### config.mk
export PLATFORM = sky130hd
export DESIGN_NAME = stim_step
export DESIGN_NICKNAME = d
export VERILOG_FILES = /design/src/stim_pkg.sv /design/src/pin_sync.sv /design/src/stim_step.sv
export SDC_FILE = /design/constraint.sdc
export NUM_CORES = 1
export LEC_CHECK = 0
export BUFFER_PORTS_ARGS = -buffer_cell sky130_fd_sc_hd__buf_4
export CAP_MARGIN = 20
export CORE_MARGIN = 2
export CORE_UTILIZATION = 40
export DETAILED_ROUTE_END_ITERATION = 16
export PLACE_DENSITY = 0.57
export SETUP_SLACK_MARGIN = 0.05
export SLEW_MARGIN = 20
export SYNTH_ARGS = -nofsm -noshare
export SYNTH_HDL_FRONTEND = slang
export SYNTH_SLANG_ARGS = --single-unit
### constraint.sdc
create_clock -name clock -period 3.95 [get_ports clock]
set_input_delay 0.79 -clock clock [delete_from_list [all_inputs] [get_ports clock]]
set_output_delay 0.79 -clock clock [all_outputs]
set_load 0.05 [all_outputs]
### src/stim_pkg.sv
// Purpose: constants for the stimulus-3 emulation step
// Assumes: 25 MHz clock
// Notes: register offsets are byte addresses of the internal register port
`default_nettype none
package stim_pkg;
	localparam logic [7:0] timing_select_offset   = 8'h39;
	localparam logic [7:0] response_select_offset = 8'h3A;
	localparam logic [7:0] divider_ratio_offset   = 8'h38;
	localparam logic [7:0] threshold_offset       = 8'h3B;
	localparam logic [7:0] timing_select_reset    = 8'h00;
	localparam logic [7:0] response_select_reset  = 8'h00;
	localparam logic [7:0] threshold_reset        = 8'h00;
	localparam logic [2:0] divider_ratio_reset    = 3'h4;
	localparam int stim_lsb    = 0;
	localparam int timer_lsb   = 3;
	localparam int type_bit    = 6;
	localparam int resp_lsb    = 0;
	localparam int mag_lsb     = 4;
	localparam int thr_lsb     = 0;
	localparam int pupd_lsb    = 4;
	localparam logic [2:0] ratio_reserved = 3'h7;
	localparam logic [3:0] mag_reserved   = 4'hF;
	localparam logic [3:0] thr_reserved   = 4'hF;
	localparam logic [2:0] stim_vbus_ready   = 3'h0;
	localparam logic [2:0] stim_dp_high_a    = 3'h1;
	localparam logic [2:0] stim_dp_window    = 3'h2;
	localparam logic [2:0] stim_dm_high      = 3'h3;
	localparam logic [2:0] stim_reserved_a   = 3'h4;
	localparam logic [2:0] stim_reserved_b   = 3'h5;
	localparam logic [2:0] stim_dp_high_b    = 3'h6;
	localparam logic [2:0] stim_vbus_present = 3'h7;
	localparam logic [3:0] resp_remove   = 4'h0;
	localparam logic [3:0] resp_volt_dp  = 4'h1;
	localparam logic [3:0] resp_volt_dm  = 4'h2;
	localparam logic [3:0] resp_volt_all = 4'h3;
	localparam logic [3:0] resp_res_dp   = 4'h4;
	localparam logic [3:0] resp_rsv_a    = 4'h5;
	localparam logic [3:0] resp_div_dp   = 4'h6;
	localparam logic [3:0] resp_res_dm   = 4'h7;
	localparam logic [3:0] resp_rsv_b    = 4'h8;
	localparam logic [3:0] resp_div_dm   = 4'h9;
	localparam logic [3:0] resp_short    = 4'hA;
	localparam logic [3:0] resp_rsv_c    = 4'hB;
	localparam logic [3:0] resp_div_all  = 4'hC;
	localparam logic [3:0] resp_res_all  = 4'hD;
	localparam logic [3:0] resp_keep_a   = 4'hE;
	localparam logic [3:0] resp_keep_b   = 4'hF;
	localparam int clock_hz     = 25000000;
	localparam int tick_ms      = 1;
	localparam int tick_cycles  = clock_hz / 1000 * tick_ms;
	// delay table, milliseconds per timer code
	localparam logic [6:0] delay_ms_0 = 7'd0;
	localparam logic [6:0] delay_ms_1 = 7'd1;
	localparam logic [6:0] delay_ms_2 = 7'd5;
	localparam logic [6:0] delay_ms_3 = 7'd10;
	localparam logic [6:0] delay_ms_4 = 7'd20;
	localparam logic [6:0] delay_ms_5 = 7'd40;
	localparam logic [6:0] delay_ms_6 = 7'd80;
	localparam logic [6:0] delay_ms_7 = 7'd100;
	typedef enum logic [1:0] {idle_s, wait_s, hold_s, done_s} step_state_t;
endpackage
`default_nettype wire

### src/pin_sync.sv
// Purpose: three-stage synchroniser with agreement filter
// Assumes: asynchronous level input
// Notes: output changes once stages two and three agree
`default_nettype none
module pin_sync (
	input  wire logic clock,
	input  wire logic rst,
	input  wire logic raw,
	output logic      level
);
	logic s1;
	logic s2;
	logic s3;
	always_ff @(posedge clock) begin
		if (rst) begin
			s1 <= 1'b0;
			s2 <= 1'b0;
			s3 <= 1'b0;
		end else begin
			s1 <= raw;
			s2 <= s1;
			s3 <= s2;
		end
	end
	always_ff @(posedge clock) begin
		if (rst) begin
			level <= 1'b0;
		end else if (s2 == s3) begin
			level <= s3;
		end
	end
endmodule // pin_sync
`default_nettype wire

### src/stim_step.sv
// Purpose: stimulus-3 detection, timer and response sequencing
// Assumes: comparators and supply flags arrive from analog pins
// Notes: reg port writes are checked for reserved codes
//
// Contract
// - divider ratio used only when previous response code is a divider
// - ratio codes 000..110 valid; 111 reserved
// - ratio ignored and not updated while standard profile is active
// - timer type 1: apply at once, hold for timer, remove if stimulus gone
// - timer type 0: timer delays response from detection
// - timer codes select 0,1,5,10,20,40,80,100 ms
// - codes 001,110 positive line high; 011 negative high; 100,101 reserved
// - code 010 window on positive line, above fixed lower bound
// - code 000 satisfied by supply ready; no wait for removal
// - code 111 satisfied by supply present; no wait for removal
// - writes carrying reserved codes are rejected, field keeps value
// - voltage responses: magnitude selects voltage, 1111 reserved
// - resistor responses: magnitude selects resistor, 1111 reserved
// - divider responses: magnitude selects total resistance, 1111 reserved
// - 0000 removes response; 0001..0011 voltage on positive, negative, both
// - 1010 short between lines; 1101 both to ground; 1100 divider both
// - 1110/1111 keep pull-downs for 000, remove for 111, else unchanged
// - single-pin response keeps idle pull-down on other pin under 000
// - threshold ignored for stimulus codes 000 and 111
// - pull-down current select used with pull-down voltage magnitude
`default_nettype none
module stim_step (
	input  wire logic       clock,
	input  wire logic       rst,
	input  wire logic       reg_write,
	input  wire logic [7:0] reg_address,
	input  wire logic [7:0] reg_write_data,
	output logic [7:0]      reg_read_data,
	input  wire logic       standard_profile,
	input  wire logic       step_start,
	input  wire logic       dp_above_threshold_pin,
	input  wire logic       dp_above_window_low_pin,
	input  wire logic       dm_above_threshold_pin,
	input  wire logic       vbus_ready_pin,
	input  wire logic       vbus_present_pin,
	input  wire logic [3:0] prev_response_select,
	output logic            step_done,
	output logic [3:0]      comparator_threshold,
	output logic            threshold_used,
	output logic            positive_data_output,
	output logic            negative_data_output,
	output logic            positive_pulldown,
	output logic            negative_pulldown,
	output logic            lines_shorted,
	output logic            divider_on,
	output logic            resistor_on,
	output logic [3:0]      response_magnitude,
	output logic [1:0]      pulldown_current_select,
	output logic            pulldown_current_on,
	output logic [2:0]      prev_divider_ratio,
	output logic            divider_ratio_valid
);
	logic [7:0]  timing_select;
	logic [7:0]  response_config;
	logic [7:0]  threshold_config;
	logic [2:0]  stimulus_select;
	logic [2:0]  stimulus_timer_code;
	logic        timer_behaviour_select;
	logic [3:0]  response_select;
	logic        dp_high;
	logic        dp_window;
	logic        dm_high;
	logic        vbus_ready;
	logic        vbus_present;
	logic        stimulus_seen;
	logic [6:0]  stimulus_timer_value;
	logic [6:0]  ms_count;
	logic [14:0] tick_count;
	logic        tick;
	logic        response_active;
	stim_pkg::step_state_t state;

	pin_sync sync_dp (.clock(clock), .rst(rst), .raw(dp_above_threshold_pin), .level(dp_high));
	pin_sync sync_win (.clock(clock), .rst(rst), .raw(dp_above_window_low_pin),
		.level(dp_window));
	pin_sync sync_dm (.clock(clock), .rst(rst), .raw(dm_above_threshold_pin), .level(dm_high));
	pin_sync sync_rdy (.clock(clock), .rst(rst), .raw(vbus_ready_pin), .level(vbus_ready));
	pin_sync sync_pre (.clock(clock), .rst(rst), .raw(vbus_present_pin), .level(vbus_present));

	assign stimulus_select        = timing_select[stim_pkg::stim_lsb +: 3];
	assign stimulus_timer_code    = timing_select[stim_pkg::timer_lsb +: 3];
	assign timer_behaviour_select = timing_select[stim_pkg::type_bit];
	assign response_select        = response_config[stim_pkg::resp_lsb +: 4];
	assign response_magnitude     = response_config[stim_pkg::mag_lsb +: 4];
	assign comparator_threshold   = threshold_config[stim_pkg::thr_lsb +: 4];
	assign pulldown_current_select = threshold_config[stim_pkg::pupd_lsb +: 2];

	always_ff @(posedge clock) begin
		if (rst) begin
			timing_select <= stim_pkg::timing_select_reset;
		end else if (reg_write && reg_address == stim_pkg::timing_select_offset &&
				reg_write_data[2:0] != stim_pkg::stim_reserved_a &&
				reg_write_data[2:0] != stim_pkg::stim_reserved_b) begin
			timing_select <= {1'b0, reg_write_data[6:0]};
		end
	end

	// reserved magnitude and response codes rejected
	always_ff @(posedge clock) begin
		if (rst) begin
			response_config <= stim_pkg::response_select_reset;
		end else if (reg_write && reg_address == stim_pkg::response_select_offset &&
				reg_write_data[7:4] != stim_pkg::mag_reserved &&
				reg_write_data[3:0] != stim_pkg::resp_rsv_a &&
				reg_write_data[3:0] != stim_pkg::resp_rsv_b &&
				reg_write_data[3:0] != stim_pkg::resp_rsv_c) begin
			response_config <= reg_write_data;
		end
	end

	always_ff @(posedge clock) begin
		if (rst) begin
			threshold_config <= stim_pkg::threshold_reset;
		end else if (reg_write && reg_address == stim_pkg::threshold_offset &&
				reg_write_data[3:0] != stim_pkg::thr_reserved) begin
			threshold_config <= {2'b00, reg_write_data[5:0]};
		end
	end

	// ratio update, frozen under standard profile
	always_ff @(posedge clock) begin
		if (rst) begin
			prev_divider_ratio <= stim_pkg::divider_ratio_reset;
		end else if (reg_write && reg_address == stim_pkg::divider_ratio_offset &&
				!standard_profile && reg_write_data[2:0] != stim_pkg::ratio_reserved) begin
			prev_divider_ratio <= reg_write_data[2:0];
		end
	end

	// ratio valid only for divider responses
	assign divider_ratio_valid = !standard_profile && prev_response_select inside {
		stim_pkg::resp_div_dp, stim_pkg::resp_div_dm, stim_pkg::resp_div_all};

	always_comb begin
		case (reg_address)
			stim_pkg::timing_select_offset: reg_read_data = timing_select;
			stim_pkg::response_select_offset: reg_read_data = response_config;
			stim_pkg::threshold_offset: reg_read_data = threshold_config;
			stim_pkg::divider_ratio_offset: reg_read_data = {5'h00, prev_divider_ratio};
			default: reg_read_data = 8'h00;
		endcase
	end

	// threshold not used for supply stimuli
	assign threshold_used = stimulus_select != stim_pkg::stim_vbus_ready &&
		stimulus_select != stim_pkg::stim_vbus_present;

	always_comb begin
		case (stimulus_select)
			stim_pkg::stim_vbus_ready: stimulus_seen = vbus_ready;
			stim_pkg::stim_dp_high_a: stimulus_seen = dp_high;
			stim_pkg::stim_dp_window: stimulus_seen = !dp_high && dp_window;
			stim_pkg::stim_dm_high: stimulus_seen = dm_high;
			stim_pkg::stim_dp_high_b: stimulus_seen = dp_high;
			stim_pkg::stim_vbus_present: stimulus_seen = vbus_present;
			default: stimulus_seen = 1'b0;
		endcase
	end

	always_comb begin
		case (stimulus_timer_code)
			3'h0: stimulus_timer_value = stim_pkg::delay_ms_0;
			3'h1: stimulus_timer_value = stim_pkg::delay_ms_1;
			3'h2: stimulus_timer_value = stim_pkg::delay_ms_2;
			3'h3: stimulus_timer_value = stim_pkg::delay_ms_3;
			3'h4: stimulus_timer_value = stim_pkg::delay_ms_4;
			3'h5: stimulus_timer_value = stim_pkg::delay_ms_5;
			3'h6: stimulus_timer_value = stim_pkg::delay_ms_6;
			default: stimulus_timer_value = stim_pkg::delay_ms_7;
		endcase
	end

	always_ff @(posedge clock) begin
		if (rst || state == stim_pkg::idle_s || tick) begin
			tick_count <= 15'h0000;
		end else begin
			tick_count <= tick_count + 15'h0001;
		end
	end
	assign tick = tick_count == 15'(stim_pkg::tick_cycles - 1);

	always_ff @(posedge clock) begin
		if (rst || state == stim_pkg::idle_s) begin
			ms_count <= 7'h00;
		end else if (tick && ms_count != 7'h7F) begin
			ms_count <= ms_count + 7'h01;
		end
	end

	always_ff @(posedge clock) begin
		if (rst) begin
			state <= stim_pkg::idle_s;
		end else begin
			case (state)
				stim_pkg::idle_s: begin
					if (step_start && stimulus_seen) begin
						state <= timer_behaviour_select ? stim_pkg::hold_s : stim_pkg::wait_s;
					end
				end
				stim_pkg::wait_s: begin
					if (ms_count >= stimulus_timer_value) begin
						state <= stim_pkg::done_s;
					end
				end
				stim_pkg::hold_s: begin
					if (ms_count >= stimulus_timer_value) begin
						state <= stim_pkg::done_s;
					end
				end
				stim_pkg::done_s: begin
					if (!step_start) begin
						state <= stim_pkg::idle_s;
					end
				end
				default: state <= stim_pkg::idle_s;
			endcase
		end
	end
	assign step_done = state == stim_pkg::done_s;

	// response held, dropped after hold if non-supply stimulus gone
	always_ff @(posedge clock) begin
		if (rst || !step_start) begin
			response_active <= 1'b0;
		end else if (state == stim_pkg::idle_s && stimulus_seen && timer_behaviour_select) begin
			response_active <= 1'b1;
		end else if (state == stim_pkg::wait_s && ms_count >= stimulus_timer_value) begin
			response_active <= 1'b1;
		end else if (state == stim_pkg::done_s && timer_behaviour_select && !stimulus_seen &&
				threshold_used) begin
			response_active <= 1'b0;
		end
	end

	// drive decode, reset pattern while no response
	always_ff @(posedge clock) begin
		if (rst || !response_active) begin
			positive_data_output <= 1'b0;
			negative_data_output <= 1'b0;
			positive_pulldown    <= 1'b1;
			negative_pulldown    <= 1'b1;
			lines_shorted        <= 1'b0;
			divider_on           <= 1'b0;
			resistor_on          <= 1'b0;
			pulldown_current_on  <= 1'b0;
		end else begin
			lines_shorted <= response_select == stim_pkg::resp_short;
			divider_on <= response_select inside {stim_pkg::resp_div_dp, stim_pkg::resp_div_dm,
				stim_pkg::resp_div_all};
			resistor_on <= response_select inside {stim_pkg::resp_res_dp, stim_pkg::resp_res_dm,
				stim_pkg::resp_res_all};
			pulldown_current_on <= response_magnitude == 4'h0 && response_select inside {
				stim_pkg::resp_volt_dp, stim_pkg::resp_volt_dm, stim_pkg::resp_volt_all};
			case (response_select)
				stim_pkg::resp_remove: begin
					positive_data_output <= 1'b0;
					negative_data_output <= 1'b0;
					positive_pulldown    <= 1'b0;
					negative_pulldown    <= 1'b0;
				end
				stim_pkg::resp_volt_dp, stim_pkg::resp_res_dp, stim_pkg::resp_div_dp: begin
					positive_data_output <= 1'b1;
					positive_pulldown    <= 1'b0;
					negative_pulldown    <= negative_pulldown &&
						stimulus_select == stim_pkg::stim_vbus_ready;
				end
				stim_pkg::resp_volt_dm, stim_pkg::resp_res_dm, stim_pkg::resp_div_dm: begin
					negative_data_output <= 1'b1;
					negative_pulldown    <= 1'b0;
					positive_pulldown    <= positive_pulldown &&
						stimulus_select == stim_pkg::stim_vbus_ready;
				end
				stim_pkg::resp_keep_a, stim_pkg::resp_keep_b: begin
					if (stimulus_select == stim_pkg::stim_vbus_present) begin
						positive_pulldown <= 1'b0;
						negative_pulldown <= 1'b0;
					end
				end
				default: begin
					positive_data_output <= 1'b1;
					negative_data_output <= 1'b1;
					positive_pulldown    <= 1'b0;
					negative_pulldown    <= 1'b0;
				end
			endcase
		end
	end
endmodule // stim_step
`default_nettype wire

==> impl_metrics.ini, run 1 <==
[logic_synthesis]
synth-async-reset-ratio_pct = 0
synth_ff_type = dfxtp_1
ys_seq_elements = 77
synth_warnings = 0
post_synth_main_area_contributors = dfxtp_1 41%, mux2i_1 6.4%, nor2_1 6.4%, ha_1 4.0%, nor2b_1 3.2%
area_leader_netlist = dfxtp_1
synth.top_cell.area_share_pct = 41.07
synthDistinctLibCells = 55
synth.avg_cell_area_um2 = 9.111
ys_seq_area_share_pct = 41.07
synth_fp_nets = 454
synthesis.instances = 412
synth_enable_flop_cells = 0
netlist_area_um2 = 3754

[pwr]
power.density_nw_per_um2 = 395.1
ir_worst_vdd_mv = 0.1909
total_leakage_power_nw = 1.718
design_power_total_mw = 1.754

[sta]
slew_viol_final = 0
rsz0062_at_grt = false
setup_viol = 0
finalHoldWorstSlack_ns = 0.4402
max_slew.worst_pin.slew_ns = 0.7983
final_worst_path_cycle_share_pct = 66.36
total_negative_slack_ns = 0
timing.max_slew.rel_slack_pct = 46.78
timing.clock.skew_ns = 0.01075
report.final.hold_viol_count = 0
minimum_clock_period_ns = 2.621
max_freq_mhz = 381.5

[die]
rows = 35
io_pins = 62
die_h_um = 100.9
floorplan.core_area_um2 = 9153
die_area_um2 = 10170
die_w_um = 100.9
initial_core_utilization_pct = 41.01

[detailed_routing]
routedWlPerCell_um = 12.99
drt-initial-drc-count = 88
dr_total_vias = 2962
via_per_instance_ratio = 5.133
ant_nets = 0
dr.pass1.iters = 4
detail_route.drc_violations = 0
totalWireLength_um = 7496

[grt]
grt_antenna_before_repair = 0
grt_first_pass_wirelength_um = 12660
globalRoute.totalOverflow = 0
grt_use_total_pct = 15.62
number_of_global_route_vias_before_repair = 2705
grt_start_max_net_pins = 50

[cts]
cts.repair_timing.setup_buffer_count = 0
postCtsResizedCells = 0
tritoncts = built
cts_max_path_buffers = 2
postCtsHoldBufs = 0
clk-insertion-delay-late_ns = 0.35
ctsRootBufferMaster = clkbuf_8
clock-sinks = 77
cts_buffers = 9
h-tree-depth = 3
clk_pin_slew_ns = 0.07

[critical_path]
crit_path_max_fanout = 11
cp.required_ns = 3.16
crit_arrival_ns = 1.83
critical_path_class = primary input to output pin
nature_of_the_critical_path_startpoint = primary input
endpoint_kind = output pin

[finish]
instances_no_fill = 577
antenna_cells = 0
highest_count_cells_in_the_layout_ignoring_fill_and_taps = 77 x dfxtp_1, 64 x nor2_1, 61 x buf_4
fillers = 894
layout_commonest_cell = dfxtp_1
area.growth.synth_to_final_pct = 18.27
drive_above_1_share_pct = 19.53
final_nets = 503

[placed_design]
place.detailed.hpwl_um = 5494
place_congestion = 0.7570
port_buffers = 61
dpl.cell_count = 561

[flow_run]
cap_viol_max_count = 0

[outcome]
run_status = complete, no violations

[min_path]
hold_class = register to register
sequential cells by signal, indices dropped and copies added, names as in the netlist, 2 cells and up:
| register | cells |
|---|---|
| timing_select | 7 |
| response_config | 8 |
| state | 2 |
| ms_count | 7 |
| prev_divider_ratio | 3 |
| tick_count | 15 |
| threshold_config | 6 |
metal layers:
layer	part of all wire (%)	wire length [um]	up-vias	global-route usage, %
li1	-	-	1520	-
met3	5.0	372	6	4.092
met4	1.1	83	0	5.901
met1	49	3656	1366	20.52
met5	0	0	-	0
met2	45	3383	70	24.62
logic make-up after synthesis:
group           after synthesis  synth area share (%)
simple gates                180                 24.67
xor+xnor                     23                 5.367
fa+ha+maj                    12                 4.000
buf+inv                      35                 5.133
mux                          31                 9.700
compound gates               54                 10.07
flops                        77                 41.07
cell type report:
| cell class | instances | area, um^2 | area share, % |
|---|---|---|---|
| Multi-Input combinational cell | 300 | 2019 | 45.49 |
| Sequential cell | 77 | 1541 | 34.72 |
| Timing Repair Buffer | 61 | 457.9 | 10.32 |
| Tap cell | 111 | 138.9 | 3.129 |
| Clock buffer | 10 | 127.6 | 2.875 |
| Clock inverter | 6 | 108.9 | 2.452 |
| Inverter | 12 | 45.04 | 1.015 |
final timing paths:
path | startpoint | end | slack (ns) | cells past startpoint
setup / recovery | reg_address[1] | reg_read_data[1] | 1.33 | 4
hold / removal | sync_win.s1 | sync_win.s2 | 0.44 | 1
setup reg to reg | timing_select[5] | state[1] | 1.74 | 8
hold reg to reg | sync_win.s1 | sync_win.s2 | 0.44 | 1
cells in the mapped netlist, types with 2 or more instances:
cell type  number
a211oi_1        4
a21o_1          3
a21oi_1        11
a22oi_1         4
a31oi_1         4
and2_1          6
and3_1         10
buf_2           3
buf_4           8
buf_6           3
clkbuf_1        8
dfxtp_1        77
ha_1           12
inv_1          12
mux2_2          3
mux2i_1        24
mux4_2          4
nand2_1        31
nand2b_1        6
nand3_1         9
nand4_1        11
nor2_1         64
nor2b_1        19
nor3_1          6
nor3b_1         3
o211a_1         2
o21ai_0        14
o22ai_1         2
or4_1           2
xnor2_1        11
xor2_1         12
critical path, cell delays in order:
cell    delay [ns]
buf_4         0.16
mux4_2        0.51
and3_1        0.19
buf_4         0.18
stage by stage:
stage,instance area (um^2),setup slack [ns],utilization [%]
5_1_grt,4439,1.199,48.50
6_report,4439,1.329,48.50
3_5_place_dp,4203,1.323,45.92
3_3_place_gp,4203,1.335,45.92
2_1_floorplan,3754,1.111,-
4_1_cts,4439,1.322,48.50
where the power goes:
part           switching [mW]  leakage [nW]  internal, mW
Sequential             0.0149         0.624         0.800
Clock                   0.282         0.121         0.420
Combinational           0.140         0.974        0.0962
Note: power is estimated with default switching activity, not from simulation.
==> inputs of run 2 (changes only) <==
- clock period: 3.95 -> 2.51 ns (I/O delays scaled with it)
==> run 2 against run 1 <==
Against the previous run:
- non-clock buffer count increased by 3
- utilization increased by 0.19 points
- hold slack worse by 0.076 ns
- worst setup slack worse by 1.0 ns
- die area is the same
- routed wire length up 5.2%
- largest cell class unchanged
- critical path depth fell by 1
- clock skew grew 0.0057 ns
- first-iteration DRC count grew 2.3%
- critical endpoint unchanged
- final cell count up 0.52%
==> impl_metrics.ini, run 2 (same netlist as run 1, synthesis figures left out) <==
[critical_path]
cp_slowest_cell = mux4_2
crit_arrival_ns = 1.69
crit_family = multiplexers
critical_path_class = register to output pin
crit_path_max_fanout = 14
critical_path.n_buffers_inverters = 1
cp.required_ns = 2.01
ff2ff_setup_slack_ns = 0.32
nature_of_the_critical_path_startpoint = register
timing.critical_path.cells = mux4_2, and3_1, buf_4
endpoint_kind = output pin
crit_path_max_incr_delay_ns = 0.50

[finish]
highest_count_cells_in_the_layout_ignoring_fill_and_taps = 77 x dfxtp_1, 64 x nor2_1, 64 x buf_4
final_core_utilization_pct = 48.69
multi_input_comb_area_um2 = 2019
largest_register = tick_count
drive_above_1_share_pct = 20.26
largest_register_ff_count = 15
area.growth.synth_to_final_pct = 18.73
final_nets = 506
layout_top_registers = tick_count: 15 flops, response_config: 8 flops
layout_commonest_cell = dfxtp_1
fillers = 905
antenna_cells = 0
seqCellArea_um2 = 1541

[sta]
total_negative_slack_ns = 0
fin_ws_ns = 0.3171
timing.clock.skew_ns = 0.01646
report.final.hold_viol_count = 0
final_worst_path_cycle_share_pct = 87.37
timing.max_slew.rel_slack_pct = 67.00
setup_viol = 0
minimum_clock_period_ns = 2.193
max_slew.worst_pin.slew_ns = 0.4950
rsz0062_at_grt = false
slew_viol_final = 0
max_freq_mhz = 456.0
finalHoldWorstSlack_ns = 0.3638

[cts]
cts_max_path_buffers = 2
clk-insertion-delay-late_ns = 0.35
postCtsHoldBufs = 0
clk_pin_slew_ns = 0.09
clock-sinks = 77
tritoncts = built
ctsRootBufferMaster = clkbuf_8
postCtsResizedCells = 0
cts.repair_timing.setup_buffer_count = 0
h-tree-depth = 3
cts_buffers = 9

[min_path]
hold_class = primary input to register

[die]
die_w_um = 100.9
die_h_um = 100.9
rows = 35
io_pins = 62
initial_core_utilization_pct = 41.01
die_area_um2 = 10170
floorplan.core_area_um2 = 9153

[detailed_routing]
met3_wirelength_um = 395
wl_met2_um = 3774
via_per_instance_ratio = 5.084
dr_total_vias = 2949
drt-met1-wl_um = 3597
detail_route.drc_violations = 0
drt-initial-drc-count = 90
top_layer = met4
routedWlPerCell_um = 13.60
totalWireLength_um = 7889
dr.pass1.iters = 4
ant_nets = 0

[pwr]
power.density_nw_per_um2 = 614.9
total_leakage_power_nw = 1.727
ir_worst_vdd_mv = 0.4184
design_power_total_mw = 2.740

[grt]
globalRoute.totalOverflow = 0
grt_first_pass_wirelength_um = 13060
grt_antenna_before_repair = 0
number_of_global_route_vias_before_repair = 2805
grt_use_total_pct = 16.25
grt_start_max_net_pins = 50

[flow_run]
cap_viol_max_count = 0

[outcome]
run_status = complete, no violations

[placed_design]
place_congestion = 0.7983
place.detailed.hpwl_um = 5792
port_buffers = 61
dp_slack_ns = 0.3472
-- run 2: cell types whose count changed in the layout (fill, tap and decap cells not counted) --
| cell | previous run | this run |
|---|---|---|
| buf_4 | 61 | 64 |
| clkinv_2 | 2 | 0 |
| bufinv_16 | 3 | 2 |
| clkbuf_1 | 1 | 0 |
| clkbuf_8 | 9 | 10 |
| clkinv_4 | 0 | 1 |
| clkinvlp_4 | 0 | 1 |
| inv_6 | 1 | 2 |
-- run 2: final cells by class --
type                            instances  area share [%]
Clock inverter                          6           2.106
Tap cell                              111           3.116
Timing Repair Buffer                   64           10.78
Clock buffer                           10           3.088
Inverter                               12           1.011
Sequential cell                        77           34.59
Multi-Input combinational cell        300           45.31
-- run 2: layer usage --
layer  GRT usage, %  vias to the layer above
met5              0                        -
met4          5.690                        0
met3          4.577                       12
met2          27.85                       61
met1          19.48                     1348
li1               -                     1528
-- run 2: worst paths after layout --
path                                              from               end  cells past startpoint
worst max-delay path                response_config[1]  reg_read_data[1]                      3
worst min-delay path            dp_above_threshold_pin        sync_dp.s1                      2
worst max register to register        timing_select[5]          state[0]                      8
worst min register to register              sync_dm.s1        sync_dm.s2                      1
-- run 2: where the power goes --
group	switching [mW]	internal (mW)	total, mW
combinational	0.225	0.151	0.376
clock	0.484	0.596	1.08
sequential	0.0255	1.26	1.28
-- run 2: per-stage QoR --
| stage | std cells | cell area, um^2 |
|---|---|---|
| final | 580 | 4457 |
| after global routing | 580 | 4457 |
| after CTS | 580 | 4457 |
| after detailed placement | 564 | 4225 |
| after global placement | 564 | 4225 |
| after floorplan | 412 | 3754 |
-- run 2: worst register-to-register path: cells and delay by family, from the launching register on --
| kind | cells | cell delay (ns) |
|---|---|---|
| AOI/OAI and AO/OA | 6 | 1.11 |
| DFF | 1 | 0.47 |
| adders and majority gates | 1 | 0.30 |
| xor gates and xnor gates | 1 | 0.21 |
